$ cat config.mk
export PLATFORM = sky130hd
export DESIGN_NAME = uart_enhanced_feature_control
export DESIGN_NICKNAME = d
export VERILOG_FILES = /design/src/uart_efc_pkg.sv /design/src/uart_enhanced_feature_control.sv
export SDC_FILE = /design/constraint.sdc
export NUM_CORES = 1
export LEC_CHECK = 0
export BUFFER_PORTS_ARGS = -buffer_cell sky130_fd_sc_hd__buf_2
export CAP_MARGIN = 20
export CORE_MARGIN = 3
export CORE_UTILIZATION = 25
export DETAILED_ROUTE_END_ITERATION = 7
export PLACE_DENSITY_LB_ADDON = 0.25
export SLEW_MARGIN = 5
export SYNTH_ARGS = -nofsm -noshare
export SYNTH_HDL_FRONTEND = slang
export SYNTH_SLANG_ARGS = --single-unit
$ cat constraint.sdc
create_clock -name clk -period 5.45 [get_ports clk]
set_input_delay 0.2725 -clock clk [delete_from_list [all_inputs] [get_ports clk]]
set_output_delay 0.2725 -clock clk [all_outputs]
set_load 0.005 [all_outputs]
$ cat src/uart_efc_pkg.sv
package uart_efc_pkg;

    // ==========================================
    // Register indices (byte address = 4 * index)
    localparam logic [3:0] REG_TXRX_CONTROL   = 4'h0;
    localparam logic [3:0] REG_SCRATCH_BYTE   = 4'h1;
    localparam logic [3:0] REG_FEATURE_CTRL   = 4'h2;
    localparam logic [3:0] REG_ENHANCED_FEAT  = 4'h3;
    localparam logic [3:0] REG_MODEM_CONTROL  = 4'h4;
    localparam logic [3:0] REG_STOP_CHAR_2    = 4'h5;
    localparam logic [3:0] REG_STATUS         = 4'h6;
    localparam logic [3:0] REG_RX_DATA        = 4'h7;
    localparam logic [3:0] REG_TX_DATA        = 4'h8;
    localparam logic [3:0] REG_RX_LEVEL       = 4'h9;

    // ==========================================
    // Field positions
    localparam int TXDIS_BIT    = 3;
    localparam int RXDIS_BIT    = 2;
    localparam int NINEBIT_BIT  = 0;
    localparam int DLY_LSB      = 4;
    localparam int HDX_BIT      = 5;
    localparam int IRINV_BIT    = 4;
    localparam int AUTOCTS_BIT  = 7;
    localparam int AUTORTS_BIT  = 6;
    localparam int SPECIAL_BIT  = 5;
    localparam int ENH_BIT      = 4;
    localparam int MCR_SEL_BIT  = 2;
    localparam int MCR_SCI_BIT  = 3;

    // ==========================================
    // Reset values and masks
    localparam logic [7:0] SCRATCH_RESET = 8'hff;
    localparam logic [7:0] ZERO_BYTE     = 8'h00;
    localparam logic [7:0] TXRX_ENH_MASK = 8'hfc;
    localparam logic [7:0] MCR_ENH_MASK  = 8'hec;
    localparam logic [1:0] SEL_FIRST     = 2'b10;
    localparam logic [1:0] SEL_SECOND    = 2'b01;

    // ==========================================
    // Timing
    localparam int CLK_MHZ       = 100;
    localparam int BIT_NS        = 1000;
    localparam int BIT_CYCLES    = BIT_NS * CLK_MHZ / 1000;
    localparam int FRAME_BITS    = 10;
    localparam int UPPER_TRIGGER = 12;
    localparam int LOWER_TRIGGER = 4;

    typedef enum logic [1:0] {
        TX_IDLE  = 2'b00,
        TX_SHIFT = 2'b01,
        TX_TURN  = 2'b10
    } tx_state_t;

    typedef struct packed {
        logic [7:0] txrxControl;
        logic [7:0] scratchByte;
        logic [7:0] featureControl;
        logic [7:0] enhancedFeature;
        logic [7:0] modemControl;
        logic [7:0] stopChar2;
        logic       ack;
        logic [7:0] rdata;
    } regs_t;

endpackage : uart_efc_pkg

$ cat src/uart_enhanced_feature_control.sv
// Implementation choices: the Wishbone slave port and the register addresses.
`timescale 1ns/1ps
`default_nettype none
module uart_enhanced_feature_control
    import uart_efc_pkg::*;
#(
    parameter int DEPTH = 16
) (
    // Clock and reset
    input  wire logic        clk,
    input  wire logic        rst_n,
    // Wishbone slave
    input  wire logic        cyc_i,
    input  wire logic        stb_i,
    input  wire logic        we_i,
    input  wire logic [5:0]  adr_i,
    input  wire logic [3:0]  sel_i,
    input  wire logic [31:0] dat_i,
    output logic      [31:0] dat_o,
    output logic             ack_o,
    // Serial pins
    input  wire logic        rxPin,
    input  wire logic        ctsPin_n,
    input  wire logic        dsrPin_n,
    output logic             txPin,
    output logic             rtsPin_n,
    output logic             dtrPin_n,
    // Status outputs
    output logic             txInterrupt,
    output logic             rxTrigger,
    output logic             specialChar,
    output logic             stopCharSeen,
    output logic             nineBitMode
);

    // ==========================================
    // Reset and input synchronisers
    logic [1:0] rstSync;
    logic       rstL;
    always_ff @(posedge clk or negedge rst_n) begin
        if (!rst_n) rstSync <= 2'b00;
        else        rstSync <= {rstSync[0], 1'b1};
    end
    assign rstL = rstSync[1];

    logic [2:0] inMeta;
    logic [2:0] inSync;
    always_ff @(posedge clk or negedge rstL) begin
        if (!rstL) begin
            inMeta <= 3'b111;
            inSync <= 3'b111;
        end else begin
            inMeta <= {rxPin, ctsPin_n, dsrPin_n};
            inSync <= inMeta;
        end
    end

    // ==========================================
    // Register file
    regs_t r;
    regs_t next_r;
    logic       wrStb;
    logic       rdStb;
    logic [3:0] regIdx;
    logic       enh;
    assign regIdx = adr_i[5:2];
    assign wrStb  = cyc_i && stb_i && we_i && !r.ack && sel_i[0];
    assign rdStb  = cyc_i && stb_i && !we_i && !r.ack;
    assign enh    = r.enhancedFeature[ENH_BIT];

    // Receive queue state
    logic [7:0] rxMem [DEPTH];
    logic [$clog2(DEPTH):0]   rxCount;
    logic [$clog2(DEPTH)-1:0] rxWp;
    logic [$clog2(DEPTH)-1:0] rxRp;
    logic       rxPush;
    logic [7:0] rxChar;
    logic       rxPop;
    assign rxPop = rdStb && regIdx == REG_RX_DATA && rxCount != '0;

    // Transmit state
    logic [7:0] txHold;
    logic       txHoldFull;
    tx_state_t  txState;
    logic [15:0] txCnt;
    logic [3:0]  txBits;
    logic [9:0]  txShift;
    logic [3:0]  turnBits;
    logic        dirHigh;
    logic        ovrRts;
    logic        sticky;
    logic        stopFlag;

    always_comb begin
        next_r     = r;
        next_r.ack = cyc_i && stb_i && !r.ack;
        if (wrStb) begin
            case (regIdx)
                REG_TXRX_CONTROL: next_r.txrxControl = enh ? dat_i[7:0]
                    : (r.txrxControl & TXRX_ENH_MASK) | (dat_i[7:0] & ~TXRX_ENH_MASK);
                REG_SCRATCH_BYTE: next_r.scratchByte = dat_i[7:0];
                REG_FEATURE_CTRL: next_r.featureControl = dat_i[7:0] & 8'h30;
                REG_ENHANCED_FEAT: next_r.enhancedFeature = dat_i[7:0];
                REG_MODEM_CONTROL: next_r.modemControl = enh ? dat_i[7:0]
                    : (r.modemControl & MCR_ENH_MASK) | (dat_i[7:0] & ~MCR_ENH_MASK);
                REG_STOP_CHAR_2: next_r.stopChar2 = dat_i[7:0];
                default: ;
            endcase
        end
        next_r.rdata = ZERO_BYTE;
        case (regIdx)
            REG_SCRATCH_BYTE:  next_r.rdata = r.scratchByte;
            REG_FEATURE_CTRL:  next_r.rdata = r.featureControl;
            REG_ENHANCED_FEAT: next_r.rdata = r.enhancedFeature;
            REG_MODEM_CONTROL: next_r.rdata = r.modemControl;
            REG_STATUS: next_r.rdata = {3'b000, stopFlag, sticky, txHoldFull,
                                        txState != TX_IDLE, rxCount != '0};
            REG_RX_DATA:  next_r.rdata = rxCount != '0 ? rxMem[rxRp] : ZERO_BYTE;
            REG_RX_LEVEL: next_r.rdata = 8'(rxCount);
            default: next_r.rdata = ZERO_BYTE;
        endcase
    end

    always_ff @(posedge clk or negedge rstL) begin
        if (!rstL) begin
            r <= '{txrxControl: ZERO_BYTE, scratchByte: SCRATCH_RESET,
                   featureControl: ZERO_BYTE, enhancedFeature: ZERO_BYTE,
                   modemControl: ZERO_BYTE, stopChar2: ZERO_BYTE,
                   ack: 1'b0, rdata: ZERO_BYTE};
        end else begin
            r <= next_r;
        end
    end
    assign ack_o = r.ack;
    assign dat_o = {24'h000000, r.rdata};
    assign nineBitMode = r.txrxControl[NINEBIT_BIT];

    // ==========================================
    // Transmitter
    logic txLoad;
    logic ctsStop;
    logic txDone;
    assign txLoad = wrStb && regIdx == REG_TX_DATA;
    assign ctsStop = r.enhancedFeature[AUTOCTS_BIT] &&
                     (r.modemControl[MCR_SEL_BIT] ? inSync[0] : inSync[1]);
    assign txDone = txState == TX_SHIFT && txBits == 4'(FRAME_BITS - 1)
                    && txCnt == 16'(BIT_CYCLES - 1);

    always_ff @(posedge clk or negedge rstL) begin
        if (!rstL) begin
            txHold     <= ZERO_BYTE;
            txHoldFull <= 1'b0;
            txState    <= TX_IDLE;
            txCnt      <= 16'h0000;
            txBits     <= 4'h0;
            txShift    <= 10'h3ff;
            turnBits   <= 4'h0;
            dirHigh    <= 1'b0;
        end else begin
            if (txLoad) begin
                txHold     <= dat_i[7:0];
                txHoldFull <= 1'b1;
                dirHigh    <= 1'b1;
            end
            txCnt <= (txCnt == 16'(BIT_CYCLES - 1)) ? 16'h0000 : txCnt + 16'h0001;
            case (txState)
                TX_IDLE: begin
                    txCnt <= 16'h0000;
                    if (txHoldFull && !txLoad && !r.txrxControl[TXDIS_BIT] && !ctsStop) begin
                        txShift    <= {1'b1, txHold, 1'b0};
                        txHoldFull <= 1'b0;
                        txBits     <= 4'h0;
                        txState    <= TX_SHIFT;
                    end
                end
                TX_SHIFT: begin
                    if (txCnt == 16'(BIT_CYCLES - 1)) begin
                        txShift <= {1'b1, txShift[9:1]};
                        txBits  <= txBits + 4'h1;
                    end
                    if (txDone) begin
                        turnBits <= r.txrxControl[7:DLY_LSB];
                        txState  <= (txHoldFull || txLoad) ? TX_IDLE : TX_TURN;
                    end
                end
                TX_TURN: begin
                    if (txHoldFull || txLoad) begin
                        txState <= TX_IDLE;
                    end else if (turnBits == 4'h0) begin
                        dirHigh <= 1'b0;
                        txState <= TX_IDLE;
                    end else if (txCnt == 16'(BIT_CYCLES - 1)) begin
                        turnBits <= turnBits - 4'h1;
                    end
                end
                default: txState <= TX_IDLE;
            endcase
        end
    end
    assign txPin = txState == TX_SHIFT ? txShift[0] : 1'b1;
    assign txInterrupt = r.featureControl[HDX_BIT]
                         ? (!txHoldFull && txState != TX_SHIFT) : !txHoldFull;

    // ==========================================
    // Receiver
    logic       rxIn;
    logic [15:0] rxCnt;
    logic [3:0]  rxBits;
    logic [7:0]  rxSh;
    logic        rxBusy;
    logic        rxArmed;
    logic        rxDisPrev;
    logic        rxEnd;
    assign rxIn  = inSync[2] ^ r.featureControl[IRINV_BIT];
    assign rxEnd = rxBusy && rxBits == 4'(FRAME_BITS - 1) && rxCnt == 16'(BIT_CYCLES - 1);

    always_ff @(posedge clk or negedge rstL) begin
        if (!rstL) begin
            rxCnt     <= 16'h0000;
            rxBits    <= 4'h0;
            rxSh      <= ZERO_BYTE;
            rxBusy    <= 1'b0;
            rxArmed   <= 1'b1;
            rxDisPrev <= 1'b0;
        end else begin
            rxDisPrev <= r.txrxControl[RXDIS_BIT];
            if (r.txrxControl[RXDIS_BIT] && !rxDisPrev) rxArmed <= 1'b1;
            if (!r.txrxControl[RXDIS_BIT]) rxArmed <= 1'b1;
            if (!rxBusy) begin
                if (!rxIn && rxArmed) begin
                    rxBusy <= 1'b1;
                    rxCnt  <= 16'(BIT_CYCLES / 2);
                    rxBits <= 4'h0;
                end
            end else begin
                rxCnt <= (rxCnt == 16'(BIT_CYCLES - 1)) ? 16'h0000 : rxCnt + 16'h0001;
                if (rxCnt == 16'(BIT_CYCLES - 1)) begin
                    rxBits <= rxBits + 4'h1;
                    if (rxBits != 4'h0 && rxBits != 4'(FRAME_BITS - 1))
                        rxSh <= {rxIn, rxSh[7:1]};
                end
                if (rxEnd) begin
                    rxBusy <= 1'b0;
                    if (r.txrxControl[RXDIS_BIT]) rxArmed <= 1'b0;
                end
            end
        end
    end

    // ==========================================
    // Character compare and receive queue
    logic match2;
    logic swallow;
    assign rxChar = rxSh;
    assign match2  = r.enhancedFeature[SPECIAL_BIT] && rxChar == r.stopChar2;
    assign swallow = match2 && r.enhancedFeature[1:0] == SEL_SECOND;
    assign rxPush  = rxEnd && !swallow && rxCount != ($clog2(DEPTH)+1)'(DEPTH);

    always_ff @(posedge clk) begin
        if (rxPush) rxMem[rxWp] <= rxChar;
    end

    always_ff @(posedge clk or negedge rstL) begin
        if (!rstL) begin
            rxWp     <= '0;
            rxRp     <= '0;
            rxCount  <= '0;
            sticky   <= 1'b0;
            stopFlag <= 1'b0;
            ovrRts   <= 1'b0;
        end else begin
            if (rxPush) rxWp <= rxWp + 1'b1;
            if (rxPop)  rxRp <= rxRp + 1'b1;
            rxCount <= rxCount + (rxPush ? 1'b1 : 1'b0) - (rxPop ? 1'b1 : 1'b0);
            // Set wins over a status read clear
            if (rdStb && regIdx == REG_STATUS) begin
                sticky   <= 1'b0;
                stopFlag <= 1'b0;
            end
            if (rxEnd && match2) sticky <= 1'b1;
            if (rxEnd && swallow) stopFlag <= 1'b1;
            if (rxCount >= ($clog2(DEPTH)+1)'(UPPER_TRIGGER)) ovrRts <= 1'b1;
            else if (rxCount < ($clog2(DEPTH)+1)'(LOWER_TRIGGER)) ovrRts <= 1'b0;
        end
    end
    assign specialChar  = sticky;
    assign stopCharSeen = stopFlag;
    assign rxTrigger    = r.enhancedFeature[AUTORTS_BIT] &&
                          rxCount >= ($clog2(DEPTH)+1)'(UPPER_TRIGGER);

    // ==========================================
    // Modem output pins
    logic autoHigh;
    assign autoHigh = r.enhancedFeature[AUTORTS_BIT] && ovrRts;
    assign rtsPin_n = r.featureControl[HDX_BIT] ? dirHigh
                      : (r.modemControl[MCR_SEL_BIT] ? !r.modemControl[1]
                                                     : (!r.modemControl[1] || autoHigh));
    assign dtrPin_n = r.modemControl[MCR_SEL_BIT] ? (!r.modemControl[0] || autoHigh)
                                                  : !r.modemControl[0];

    // ==========================================
    // Checks
    property p_txhalt;
        @(posedge clk) disable iff (!rstL)
        (txState == TX_IDLE && r.txrxControl[TXDIS_BIT]) |=> txState != TX_SHIFT;
    endproperty
    a_txhalt: assert property (p_txhalt) else $error("tx left idle while disabled");
    property p_scratch;
        @(posedge clk) disable iff (!rstL)
        (wrStb && regIdx == REG_SCRATCH_BYTE) |=> r.scratchByte == $past(dat_i[7:0]);
    endproperty
    a_scratch: assert property (p_scratch) else $error("scratch not stored");
    property p_txint;
        @(posedge clk) disable iff (!rstL)
        (!r.featureControl[HDX_BIT] && !txHoldFull) |-> txInterrupt;
    endproperty
    a_txint: assert property (p_txint) else $error("tx interrupt missing");
    property p_txint_hdx;
        @(posedge clk) disable iff (!rstL)
        (r.featureControl[HDX_BIT] && txState == TX_SHIFT) |-> !txInterrupt;
    endproperty
    a_txint_hdx: assert property (p_txint_hdx) else $error("interrupt while shifting");
    property p_dir;
        @(posedge clk) disable iff (!rstL)
        (r.featureControl[HDX_BIT] && txState == TX_SHIFT) |-> rtsPin_n;
    endproperty
    a_dir: assert property (p_dir) else $error("direction low while sending");
    property p_cts;
        @(posedge clk) disable iff (!rstL)
        (txState == TX_IDLE && ctsStop) |=> txState != TX_SHIFT;
    endproperty
    a_cts: assert property (p_cts) else $error("sent while flow stopped");
    property p_swallow;
        @(posedge clk) disable iff (!rstL)
        (rxEnd && swallow) |-> !rxPush ##1 stopFlag && sticky;
    endproperty
    a_swallow: assert property (p_swallow) else $error("second stop char stored");
    property p_guard;
        @(posedge clk) disable iff (!rstL)
        (wrStb && !enh && regIdx == REG_TXRX_CONTROL)
            |=> r.txrxControl[7:2] == $past(r.txrxControl[7:2]);
    endproperty
    a_guard: assert property (p_guard) else $error("guarded bits changed");
    property p_irinv;
        @(posedge clk) disable iff (!rstL)
        r.featureControl[IRINV_BIT] |-> rxIn == !inSync[2];
    endproperty
    a_irinv: assert property (p_irinv) else $error("ir polarity wrong");

    c_tx:   cover property (@(posedge clk) disable iff (!rstL) txDone);
    c_rx:   cover property (@(posedge clk) disable iff (!rstL) rxPush);
    c_spec: cover property (@(posedge clk) disable iff (!rstL) rxEnd && match2);
    c_turn: cover property (@(posedge clk) disable iff (!rstL) txState == TX_TURN);

endmodule : uart_enhanced_feature_control
`default_nettype wire

==> results.cfg <==
[floorplan]
top_level_ports = 91
die_area_mm2 = 0.0526
rows = 81
start_util_pct = 25.4
chipHeight_um = 229
dieWidth_um = 229
core_area_mm2 = 0.0492

[drt]
drt-wirelength-per-cell_um = 17.9
drt-total-wl_um = 29300
ant_nets = 0
vias = 7223
drtIter0Drc = 458
drt_pass1_iterations = 4
route.detailed.drc = 0
vias_per_cell = 4.42

[final_layout]
stdcell_area_mm2 = 0.0144
n_antenna_cell = 0
area_growth_pct = 15.7
final_cells = 1633
drive_gt1_share_pct = 24.1
nets = 1018
nFillCells = 4953
utilization_pct = 29.4

[pwr]
seqPwrFrac_pct = 47.8
powerDensity_mw_per_mm2 = 372
internal_power_mw = 4.02
comb_power_share_pct = 10.9
clkPwrFrac_pct = 41.4
switchingPower_mw = 1.36
p_leak_nw = 5.51
switching_share_pct = 25.3
p_total_mw = 5.38
max-vdd-ir-drop_mv = 0.141

[clocking]
cts_sinks = 278
clk_latency_ns = 0.52
cts_buffers = 34
clk_pin_slew_ns = 0.06
ctsLongestPathBuffers = 3
h-tree-depth = 2
clock-root-buffer = clkbuf_16
cts_tree = built

[flow_run]
drv_cap = 0

[global_routing]
grt_max_degree = 57
antenna_found_initial = 0
first_global_vias = 7424
grt_pass1_wl_um = 45700
grt_util_all_layers_pct = 11.1
overflow = 0

[timing]
post-route-min-period_ns = 3.75
rsz0062_at_grt = false
worst_hold_slack_ns = 0.0972
hold_viol = 0
drv_slew = 0
setup_viol = 0
fin_setup_tns_ns = 0
worst_clock_skew_ns = 0.0254
timing.slew.headroom_pct = 38.5
clock.fmax_mhz = 267
fin_ws_ns = 1.70
worst_pin_slew_ns = 0.923
post-route-period-util_pct = 68.8

[placement]
place_area_mm2 = 0.0133
dp.cells = 1568
gp_congestion = 0.752
post-place-ws_ns = 1.71
place.port_buffers = 37
dpl.hpwl_um = 18800

[synth]
synth_area_leaders = edfxtp_1, dfrtp_1, mux4_2
netlist_area_mm2 = 0.0125
yosysWarningCount = 0
synth_top_area_share_pct = 30.8
synth_edf_count = 128
async_flop_share_pct = 54.0
ys_seq_area_share_pct = 61.1
synth-seq-cells = 278
synth_top_area_cell = edfxtp_1
syn_inst = 900
synth_cell_type_count = 74
avgSynthCellArea_um2 = 13.9
ys.flop_type = edfxtp_1

[worst_hold_path]
hp-class = in -> async

[worst_setup_path]
cp_max_fo = 19
path_cells = xnor2_1 -> and4_1 -> nand4_1 -> nor4b_4 -> inv_1 -> ha_1 -> inv_1 -> ha_1 -> inv_1 -> fa_1 -> inv_1 -> a21oi_1 -> nor2_1 -> nor2_1 -> xor2_1
crit_path_end_kind = flip-flop
path_class = reg -> reg
slowest_delay_ns = 0.81
startpoint_type = flip-flop
crit_arrival_ns = 4.13
critPathSlowestCell = dfrtp_1
cp.required_ns = 5.83
crit_top_cell = inv_1

[status]
status = finished clean
[repair_timing]
action | in CTS | in global routing
hold buffers | 4 | 0
buffers inserted | 0 | 0
gates resized for setup | 0 | 0
endpoints found under the setup margin | 0 | 0
hold endpoints to repair | 5 | 0
[Yosys cell counts, types with 8 or more instances]
cell type  instances
a21oi_1           19
o21ai_0           33
dfstp_2           24
ha_1              23
edfxtp_1         128
mux4_2            33
inv_1             35
nor3_1            13
xor2_1            22
buf_2             10
o22ai_1            8
nand2_1           40
nor2_1            50
mux2_2            61
mux2i_1           18
and4_1             9
xnor2_1           19
nand3_1           34
and4b_1            9
nand4_1           12
clkbuf_1          19
and3_1             8
or3_1              8
buf_4             32
dfrtp_1          126
[cells by family (layout without fill, tap and decap cells)]
logic type	count (synthesis)	after routing	synth area share, %
buffers and inverters	100	146	4.13
muxes	115	115	13.2
other	2	25	0.0602
AOI/OAI and AO/OA	111	111	5.72
adders and majority gates	24	24	2.47
DFF	278	278	61.1
and+or+nand+nor	229	229	10.4
xor gates and xnor gates	41	41	2.88
[final timing paths]
kind	from	end	slack, ns	cells after the start
max	rxChar[4]	rxCount[4]	1.70	15
min in group clk	dat_i[7]	r[16]	0.12	2
min reg2reg	rstSync[0]	rstSync[1]	0.35	0
max reg2reg	rxChar[4]	rxCount[4]	1.70	15
max in group asynchronous	rstSync[1]	rxRp[0]	3.87	1
min	rst_n	rstSync[0]	0.1	2
[worst max-delay path: cells and delay by family, from the launching register on]
family | cells | cell delay [ns]
AO/OA/AOI/OAI | 1 | 0.06
XOR/XNOR | 2 | 0.25
adder cells (fa/ha/maj) | 3 | 0.86
buffers and inverters | 4 | 0.29
flip-flops | 1 | 0.81
AND/OR/NAND/NOR | 5 | 1.35
[state kept, by name, indices dropped and copies added (netlist names), 2 cells and up]
register / cells
r: 39
txCnt: 16
txBits: 4
rxCount: 5
txHold: 8
rxMem: 128
rxBits: 4
turnBits: 4
inMeta: 3
inSync: 3
rxRp: 4
rxChar: 8
rxCnt: 16
txShift: 9
rstSync: 2
dat_o: 8
rxWp: 4
txState: 2
[layout make-up]
cell class              instances  area (um^2)  share of cell area [%]
flip-flops and latches        278         7630                    52.8
multi-input cells             545         4450                    30.8
clock buffers                  48          965                    6.68
well taps                     664          831                    5.75
repair buffers                 50          293                    2.03
clock inverters                13          141                   0.979
inverters                      35          131                   0.909
[layer usage]
| metal | up-vias | wire length [um] | global-route usage [%] |
|---|---|---|---|
| met5 | - | 0 | 0 |
| met4 | 0 | 608 | 3.24 |
| met3 | 38 | 999 | 1.67 |
| met2 | 117 | 13600 | 17.9 |
| met1 | 3676 | 14100 | 15.6 |
| li1 | 3392 | - | - |
[power groups by stage]
stage               logic [mW]  registers (mW)  clock network, mW
floorplan                0.480            2.54                  0
global placement         0.586            2.60                  0
detailed placement       0.590            2.61                  0
CTS                      0.596            2.57               2.29
global route             0.673            2.60               2.38
finish                   0.584            2.57               2.22
[placed cells by master (no fill, tap or decap), types with 7 or more instances in the layout]
| cell type | instances |
|---|---|
| or3_1 | 8 |
| nand3_1 | 34 |
| buf_4 | 9 |
| o21ai_0 | 33 |
| nand4_1 | 12 |
| o22ai_1 | 8 |
| conb_1 | 25 |
| inv_1 | 35 |
| a21oi_2 | 7 |
| clkbuf_16 | 35 |
| nor2b_1 | 7 |
| edfxtp_1 | 128 |
| nand2_1 | 40 |
| nor3_1 | 13 |
| and4b_1 | 9 |
| nor2_1 | 50 |
| mux2_2 | 61 |
| xor2_1 | 22 |
| mux4_2 | 33 |
| ha_1 | 23 |
| buf_2 | 37 |
| and4_1 | 9 |
| dfrtp_1 | 124 |
| and3_1 | 8 |
| xnor2_1 | 19 |
| mux2i_1 | 18 |
| dfstp_2 | 24 |
| a31oi_1 | 7 |
| a21oi_1 | 19 |
| clkbuf_1 | 9 |
No activity file was read; power rests on OpenSTA's default activity.
